==> src/logic/dspcg_map.vh <==
// Register offsets, field positions and reset values of the deep-sleep port clock gate
`ifndef DSPCG_MAP_VH
`define DSPCG_MAP_VH

// ****************************************************************
// Register offsets (byte addresses)
// ****************************************************************
`define DSPCG_OFS_RUN_PORT_EN      12'h108
`define DSPCG_OFS_SLEEP_PORT_EN    12'h118
`define DSPCG_OFS_DEEP_PORT_EN     12'h128
`define DSPCG_OFS_RUN_CLOCK_CONFIG 12'h060
`define DSPCG_OFS_MODE_STATUS      12'h130
`define DSPCG_OFS_FAULT_STATUS     12'h134

// ****************************************************************
// Fields and reset values
// ****************************************************************
`define DSPCG_PORT_BITS            8
`define DSPCG_AUTO_GATING_BIT      27
`define DSPCG_PORT_EN_RESET        8'h00
`define DSPCG_CONFIG_RESET         1'b0

// ****************************************************************
// Operating modes
// ****************************************************************
`define DSPCG_MODE_RUN             2'h0
`define DSPCG_MODE_SLEEP           2'h1
`define DSPCG_MODE_DEEP            2'h2

`endif

==> src/logic/dspcg_clock_gate.v <==
// Deep-sleep port clock gate with its companion run and sleep registers
// Summary of operation
// - Set bit keeps port clocked in deep sleep
// - Clear bit stops and disables port
// - Access to gated port answers bus fault
// - Reset clears gating register to zero
// - Bits 0..7 gate ports A..H, read/write
// - Register at 0x128 governs deep sleep only
// - Sleep registers act only with auto gating
//
// The address-and-strobe port was left to the implementer.
`timescale 1ns/100ps
`default_nettype none
`include "dspcg_map.vh"

module dspcg_clock_gate #(
    parameter PORTS = `DSPCG_PORT_BITS
) (
    // Clock and reset
    input  wire             clk_sys_i,
    input  wire             reset_n_i,
    // Register port
    input  wire [11:0]      reg_addr_i,
    input  wire [31:0]      reg_wdata_i,
    input  wire             reg_wr_i,
    input  wire             reg_rd_i,
    output reg  [31:0]      reg_rdata_o,
    // Power mode from the system controller
    input  wire             sleep_req_i,
    input  wire             deep_sleep_req_i,
    // Port clock enables
    output wire [PORTS-1:0] port_clk_en_o,
    // Port access checking
    input  wire             port_req_i,
    input  wire [2:0]       port_sel_i,
    output wire             port_fault_o,
    output wire             port_ok_o
);

    // ****************************************************************
    // Registers
    // ****************************************************************
    reg  [PORTS-1:0] run_port_clock_enable_q;
    reg  [PORTS-1:0] sleep_port_clock_enable_q;
    reg  [PORTS-1:0] deep_sleep_port_clock_enable_q;
    reg              auto_gating_select_q;
    reg  [1:0]       mode_q;
    reg  [1:0]       mode_d;
    reg  [PORTS-1:0] clk_en_q;
    reg  [PORTS-1:0] clk_en_d;
    wire [7:0]       fault_count;

    function [31:0] dspcg_widen;
        input [PORTS-1:0] val;
        begin
            dspcg_widen = 32'h0000_0000;
            dspcg_widen[PORTS-1:0] = val;
        end
    endfunction

    // ****************************************************************
    // Register writes
    // ****************************************************************
    always @(posedge clk_sys_i) begin
        if (!reset_n_i) begin
            run_port_clock_enable_q        <= `DSPCG_PORT_EN_RESET;
            sleep_port_clock_enable_q      <= `DSPCG_PORT_EN_RESET;
            deep_sleep_port_clock_enable_q <= `DSPCG_PORT_EN_RESET;
            auto_gating_select_q           <= `DSPCG_CONFIG_RESET;
        end else if (reg_wr_i) begin
            case (reg_addr_i)
                `DSPCG_OFS_RUN_PORT_EN: begin
                    run_port_clock_enable_q <= reg_wdata_i[PORTS-1:0];
                end
                `DSPCG_OFS_SLEEP_PORT_EN: begin
                    sleep_port_clock_enable_q <= reg_wdata_i[PORTS-1:0];
                end
                `DSPCG_OFS_DEEP_PORT_EN: begin
                    deep_sleep_port_clock_enable_q <= reg_wdata_i[PORTS-1:0];
                end
                `DSPCG_OFS_RUN_CLOCK_CONFIG: begin
                    auto_gating_select_q <= reg_wdata_i[`DSPCG_AUTO_GATING_BIT];
                end
                default: begin
                end
            endcase
        end
    end

    // ****************************************************************
    // Register reads, upper bits read as zero
    // ****************************************************************
    always @(posedge clk_sys_i) begin
        if (!reset_n_i) begin
            reg_rdata_o <= 32'h0000_0000;
        end else if (reg_rd_i) begin
            case (reg_addr_i)
                `DSPCG_OFS_RUN_PORT_EN:      reg_rdata_o <= dspcg_widen(run_port_clock_enable_q);
                `DSPCG_OFS_SLEEP_PORT_EN:    reg_rdata_o <= dspcg_widen(sleep_port_clock_enable_q);
                `DSPCG_OFS_DEEP_PORT_EN:     reg_rdata_o <= dspcg_widen(deep_sleep_port_clock_enable_q);
                `DSPCG_OFS_RUN_CLOCK_CONFIG: reg_rdata_o <= {4'h0, auto_gating_select_q, 27'h0};
                `DSPCG_OFS_MODE_STATUS:      reg_rdata_o <= {30'h0, mode_q};
                `DSPCG_OFS_FAULT_STATUS:     reg_rdata_o <= {24'h0, fault_count};
                default:                     reg_rdata_o <= 32'h0000_0000;
            endcase
        end else begin
            reg_rdata_o <= 32'h0000_0000;
        end
    end

    // ****************************************************************
    // Operating mode, deep sleep wins over sleep
    // ****************************************************************
    always @* begin
        if (deep_sleep_req_i) begin
            mode_d = `DSPCG_MODE_DEEP;
        end else if (sleep_req_i) begin
            mode_d = `DSPCG_MODE_SLEEP;
        end else begin
            mode_d = `DSPCG_MODE_RUN;
        end
    end

    // ****************************************************************
    // Effective port clock enables
    // ****************************************************************
    always @* begin
        case (mode_q)
            `DSPCG_MODE_SLEEP: begin
                clk_en_d = auto_gating_select_q ? sleep_port_clock_enable_q
                                                : run_port_clock_enable_q;
            end
            `DSPCG_MODE_DEEP: begin
                clk_en_d = auto_gating_select_q ? deep_sleep_port_clock_enable_q
                                                : run_port_clock_enable_q;
            end
            default: begin
                clk_en_d = run_port_clock_enable_q;
            end
        endcase
    end

    always @(posedge clk_sys_i) begin
        if (!reset_n_i) begin
            mode_q   <= `DSPCG_MODE_RUN;
            clk_en_q <= `DSPCG_PORT_EN_RESET;
        end else begin
            mode_q   <= mode_d;
            clk_en_q <= clk_en_d;
        end
    end

    assign port_clk_en_o = clk_en_q;

    // ****************************************************************
    // Fault on access to a gated port
    // ****************************************************************
    dspcg_port_fault #(
        .PORTS(PORTS)
    ) u_fault (
        .clk_sys_i     (clk_sys_i),
        .reset_n_i     (reset_n_i),
        .port_req_i    (port_req_i),
        .port_sel_i    (port_sel_i),
        .port_clk_en_i (clk_en_q),
        .port_fault_o  (port_fault_o),
        .port_ok_o     (port_ok_o),
        .fault_count_o (fault_count)
    );

endmodule // dspcg_clock_gate

`default_nettype wire

==> src/logic/dspcg_port_fault.v <==
// Per-port bus fault decision for accesses aimed at ports
`timescale 1ns/100ps
`default_nettype none

module dspcg_port_fault #(
    parameter PORTS = 8
) (
    // Clock and reset
    input  wire             clk_sys_i,
    input  wire             reset_n_i,
    // Port access request
    input  wire             port_req_i,
    input  wire [2:0]       port_sel_i,
    // Effective port clocks
    input  wire [PORTS-1:0] port_clk_en_i,
    // Fault answer
    output reg              port_fault_o,
    output reg              port_ok_o,
    output reg  [7:0]       fault_count_o
);

    // ****************************************************************
    // Answer one cycle after the request
    // ****************************************************************
    always @(posedge clk_sys_i) begin
        if (!reset_n_i) begin
            port_fault_o  <= 1'b0;
            port_ok_o     <= 1'b0;
            fault_count_o <= 8'h00;
        end else begin
            port_fault_o <= port_req_i & ~port_clk_en_i[port_sel_i];
            port_ok_o    <= port_req_i & port_clk_en_i[port_sel_i];
            if (port_req_i && !port_clk_en_i[port_sel_i] && fault_count_o != 8'hff) begin
                fault_count_o <= fault_count_o + 8'h01;
            end
        end
    end

endmodule // dspcg_port_fault

`default_nettype wire

==> config.mk <==
export PLATFORM = sky130hd
export DESIGN_NAME = dspcg_clock_gate
export DESIGN_NICKNAME = d
export VERILOG_FILES = /design/src/logic/dspcg_clock_gate.v /design/src/logic/dspcg_port_fault.v
export VERILOG_INCLUDE_DIRS = /design/src /design/src/logic
export SDC_FILE = /design/constraint.sdc
export NUM_CORES = 1
export LEC_CHECK = 0
export ABC_AREA = 1
export ABC_CLOCK_PERIOD_IN_PS = 1500
export BUFFER_PORTS_ARGS = -buffer_cell sky130_fd_sc_hd__buf_4
export CAP_MARGIN = 20
export CORE_ASPECT_RATIO = 2
export CORE_UTILIZATION = 46
export DETAILED_ROUTE_END_ITERATION = 16
export GPL_TIMING_DRIVEN = 1
export PLACE_DENSITY_LB_ADDON = 0.2
export SYNTH_ARGS = -nofsm -noshare
export SYNTH_HDL_FRONTEND = slang
export SYNTH_SLANG_ARGS = --single-unit
==> constraint.sdc <==
create_clock -name clk_sys_i -period 1.5 [get_ports clk_sys_i]
set_input_delay 0.075 -clock clk_sys_i [delete_from_list [all_inputs] [get_ports clk_sys_i]]
set_output_delay 0.075 -clock clk_sys_i [all_outputs]
set_load 0.05 [all_outputs]
Word level (Yosys, flattened, before mapping)
Index checks and enable logic that the tools add are counted.

Flip-flop bits (word level): 77. Input port bits: 54. Output and inout bits: 42. Logic and storage cells: 43.

Add/subtract/negate cells: 1. $lt $le $gt $ge: 1. Equal/unequal tests: 9. Muxes and demuxes: 8. Bitwise logic cells: 4. Reductions and logical operators: 9.

Operators by type and width (number): case mux 28 bit (6 select lines) (1); == test 12 x 9 -> 1 bit, second input constant (5); 2-to-1 mux 8 bit (2); case mux 8 bit (2 select lines) (1); == test 12 x 7 -> 1 bit, second input constant (1); AND reduction 2 bit (5); adder 8 x 1 -> 8 bit, second input constant (1); inequality test 8 bit, second input constant (1); < comparator 3 x 4 -> 1 bit, second input constant (1); binary-select mux 1 bit (select 3 bit) (1); bitwise AND 1 bit (2); == test 2 x 1 -> 1 bit, second input constant (1); == test 2 bit, second input constant (1); logical AND 1 bit (2); 2-to-1 mux 1 bit (2); 2-to-1 mux 2 bit (1); inverter 1 bit (2); OR reduction 2 bit (1); zero test 1 bit (1).

Logic depth before layout (Yosys ltp)
Word-level depth: 5. Mapped depth: 10. Mapped depth without buffers: 10.

Cells and area by module
Synthesis repeated with hierarchy kept, for this count alone.

Cell total of the unflattened synthesis: 450. Area total of the unflattened synthesis: 3164.3 um2.

Modules (own cells, without submodules): dspcg_clock_gate (times used 1, cells an instance 333, area each 2419.8 um2, seq. area each 880.8 um2); dspcg_port_fault (times used 1, cells an instance 117, area each 744.5 um2, seq. area each 200.2 um2).

Worst setup path before layout
No wires, ideal clock.

Kind: flip-flop to flip-flop. Start: register mode_q[0]. End: register clk_en_q[0], in the netlist port_clk_en_o[0]. Library setup time: 0.132 ns. Arrival: 1.323 ns. Data required time: 1.368 ns. Slack: 0.045 ns. Stages on the path, launching flop included: 7. Path buffers: 0. Period minus slack after synthesis: 1.455 ns. Cells stage by stage: dfxtp_1 > inv_1 > ha_1 > nor2_1 > a21oi_1 > nand2_1 > a21oi_1.

Word-level cells in the longest chain between the ends: 2. Elaborated cells between the ends (all ways): 3. Those cells by class: eq/ne: 2; mux: 1.

Ends and longest elaborated chain: start, declared (RTL line dspcg_clock_gate.v:47) `reg [1:0] mode_q;`; start signal, assigned (RTL line dspcg_clock_gate.v:145) `` mode_q <= `DSPCG_MODE_RUN; ``; start signal, assigned (RTL line dspcg_clock_gate.v:148) `mode_q <= mode_d;`; == test 2 bit or == test 2 x 1 -> 1 bit (tied branches) (RTL line dspcg_clock_gate.v:128) `case (mode_q)`; case mux 8 bit (2 select lines) (*) (RTL line dspcg_clock_gate.v:128); end signal, assigned (RTL line dspcg_clock_gate.v:146) `` clk_en_q <= `DSPCG_PORT_EN_RESET; ``; end signal, assigned (RTL line dspcg_clock_gate.v:149) `clk_en_q <= clk_en_d;`; end, declared (RTL line dspcg_clock_gate.v:49) `reg [PORTS-1:0] clk_en_q;`.

Every way passes the cells marked *; elsewhere a longest branch is shown, timed or not. A chain may end at the register's enable or synchronous reset.

Worst setup path after layout
Same ends and word-level chain as after synthesis.

==> impl_metrics.json <==
{
  "status": "finished clean",
  "design_area_sq_um": 3540,
  "maxSlewViolCount": 0,
  "critPathRequiredTime_ns": 1.72,
  "seqPwrFrac_pct": 48.0,
  "cts_max_level": 2,
  "place_ws_ns": 0.08538,
  "netSwitchingFraction_pct": 28.03,
  "post-route-period-util_pct": 92.70,
  "rows": 41,
  "area_growth_pct": 19.97,
  "maxCapViolations": 0,
  "final_cell_count_no_fill": 573,
  "layout-drive-gt1-share_pct": 19.30,
  "intPower_mw": 2.185,
  "vias": 2780,
  "yosysSeqAreaShare_pct": 36.64,
  "crit_family": "flip-flops",
  "fin_setup_tns_ns": 0,
  "design.portCount": 96,
  "grt_util_met1_pct": 23.41,
  "netlist.area_leader.share_pct": 36.64,
  "synth_area_sq_um": 2950,
  "chipHeight_microns": 115.3,
  "syn_inst": 428,
  "dpl.cell_count": 564,
  "grt_use_total_pct": 23.14,
  "multi_input_area_sq_um": 1461,
  "cts.sinks": 54,
  "layout_setup_ws_ns": 0.1095,
  "worst_hold_slack_ns": 0.02291,
  "skew_ns": 0.007226,
  "grt.busiest_layer": "met2",
  "max_clock_freq_mhz": 719.1,
  "antenna_found_initial": 0,
  "power_frac_clock_pct": 38.3,
  "finalHoldViolations": 0,
  "cts_tree": "built",
  "clk_pin_slew_ns": 0.07,
  "ant_nets": 0,
  "core_sq_um": 6259,
  "drc": 0,
  "start_util_pct": 47.14,
  "yosys-top-cells-area": "dfxtp_1 (37%), inv_1 (8.7%), nand2_1 (7.8%)",
  "rrSetupSlack_ns": 0.11,
  "cp_max_fo": 8,
  "ys_ff_latch": 54,
  "drtPass1Iterations": 4,
  "portBuffers": 49,
  "worstPathArrival_ns": 1.61,
  "grt_max_degree": 23,
  "wl_per_cell_microns": 12.37,
  "globalplace.congestion": 0.8341,
  "p_leak_nw": 1.487,
  "grt_overflow_total": 0,
  "clk_root_buffer_cell": "clkbuf_16",
  "ff_latch_area_sq_um": 1082,
  "setup_viol": 0,
  "path_cells": "inv_1 > ha_1 > nor2_1 > a21oi_1 > buf_4 > nand2_1 > a21oi_2",
  "fillers": 626,
  "grtUsageMet2_pct": 44.83,
  "peakVddDrop_v": 0.0008799,
  "holdCritPathClass": "input pin to flip-flop",
  "ys_types": 28,
  "first_iter_violations": 115,
  "hpwlAfterDp_microns": 5639,
  "insertedDiodeCount": 0,
  "die_w_microns": 58.63,
  "use_met3_pct": 4.162,
  "power_mw": 3.036,
  "cp_slowest_stage_delay_ns": 0.37,
  "power_density_nw_per_um2": 857.7,
  "yosys_warnings": 0,
  "crit_type": "flip-flop to flip-flop",
  "slowest_stage": "dfxtp_1",
  "yosys.area.top_type": "dfxtp_1",
  "grt_setup_unrepaired": "false",
  "die_area_sq_um": 6758,
  "vias_per_cell": 4.852,
  "clockBufferDepth": 2,
  "power_frac_comb_pct": 13.7,
  "end_kind": "flip-flop",
  "place_area_sq_um": 3362,
  "period_minus_slack_ns": 1.391,
  "clkLatencyLatePin_ns": 0.30,
  "worst_setup_path_start_kind": "flip-flop",
  "cp_num_buf_inv": 2,
  "drt_wl_total_microns": 7087,
  "numCtsBuffers": 5,
  "synth_area_per_cell_sq_um": 6.893,
  "power_switching_mw": 0.8510,
  "nets": 543,
  "grt_pass1_vias": 2671,
  "grt_pass1_wl_microns": 11990,
  "postLayoutCoreUtil_pct": 56.56
}
worst register-to-register path, stage by stage (launching register included):
cell,delay [ns]
dfxtp_1,0.37
inv_1,0.06
ha_1,0.29
nor2_1,0.06
a21oi_1,0.11
buf_4,0.18
nand2_1,0.07
a21oi_2,0.18
cells by family after synthesis:
logic type,after synthesis,share of synthesized area (%)
and+or+nand+nor,191,31.38
buffers and inverters,105,17.30
AOI/OAI and AO/OA,73,12.98
DFF,54,36.64
adders and majority gates,3,1.272
xor gates and xnor gates,1,0.2969
other,1,0.1271
final timing paths:
check | startpoint | end | cells past startpoint
max | mode_q[0]$_SDFF_PP0_ | port_clk_en_o[0]$_SDFF_PN0_ | 7
min | sleep_req_i | mode_q[0]$_SDFF_PP0_ | 3
max reg2reg | mode_q[0]$_SDFF_PP0_ | port_clk_en_o[0]$_SDFF_PN0_ | 7
min reg2reg | auto_gating_select_q$_SDFFE_PN0P_ | reg_rdata_o[27]$_SDFF_PN0_ | 2
power groups by stage:
stage,logic (mW),registers (mW),clock network (mW)
after floorplan,0.311,1.50,0
after global placement,0.404,1.49,0
after detailed placement,0.411,1.49,0
after CTS,0.414,1.46,1.16
after global routing,0.455,1.46,1.24
final,0.417,1.46,1.16
Yosys cell counts:
master	instances
a21oi_1	27
and3_1	1
buf_4	25
buf_6	3
clkbuf_1	6
clkinv_1	2
conb_1	1
dfxtp_1	54
ha_1	3
inv_1	68
inv_2	1
nand2_1	61
nand2_4	1
nand3_1	40
nand3_2	2
nand3_4	3
nand4_1	11
nor2_1	51
nor2_2	2
nor2_4	5
nor3_1	12
nor3_2	1
nor3b_1	1
o21ai_0	34
o21ai_1	2
o21ai_2	2
o22ai_1	8
xnor2_1	1
layout by cell type (no fill, tap or decap):
cell type,n
inv_1,68
buf_4,62
nand2_1,60
dfxtp_1,53
nor2_1,50
nand3_1,39
o21ai_0,34
a21oi_1,25
conb_1,23
nor3_1,12
nand4_1,11
o22ai_1,8
nor2_4,5
clkbuf_16,5
nand3_4,3
nor2_2,3
nand3_2,3
o21ai_1,2
o21ai_2,2
clkinv_1,2
a21oi_2,2
ha_1,2
inv_2,1
nor3_2,1
nand2_4,1
and3_1,1
nor3b_1,1
nand2_2,1
xnor2_1,1
ha_2,1
clkinv_4,1
clkinvlp_4,1
clkinv_2,1
dlygate4sd3_1,1
dfxtp_2,1
what timing repair did:
| action | in CTS | in global routing |
|---|---|---|
| hold buffers | 1 | 0 |
| hold endpoints to repair | 1 | 0 |
| endpoints found under the setup margin | 0 | 8 |
| gates resized for setup | 0 | 7 |
| setup buffers | 0 | 0 |
per-layer routing:
metal,vias to the layer above,part of all wire (%)
met4,0,2.0
li1,1441,-
met3,13,3.1
met1,1252,37
met5,-,0
met2,74,57
registers in the layout (all words and copies together) (netlist names):
signal / cells
u_fault.fault_count_o: 8
run_port_clock_enable_q: 8
reg_rdata_o: 9
mode_q: 2
auto_gating_select_q: 1
deep_sleep_port_clock_enable_q: 8
u_fault.port_fault_o: 1
port_clk_en_o: 8
u_fault.port_ok_o: 1
sleep_port_clock_enable_q: 8
layout make-up:
type | instances | area share, %
multi-input combinational | 291 | 41.29
tap | 86 | 3.040
sequential | 54 | 30.58
inverter | 71 | 7.529
timing repair buffer | 63 | 13.43
clock inverter | 3 | 0.6009
clock buffer | 5 | 3.535
No activity file was read; power rests on OpenSTA's default activity.
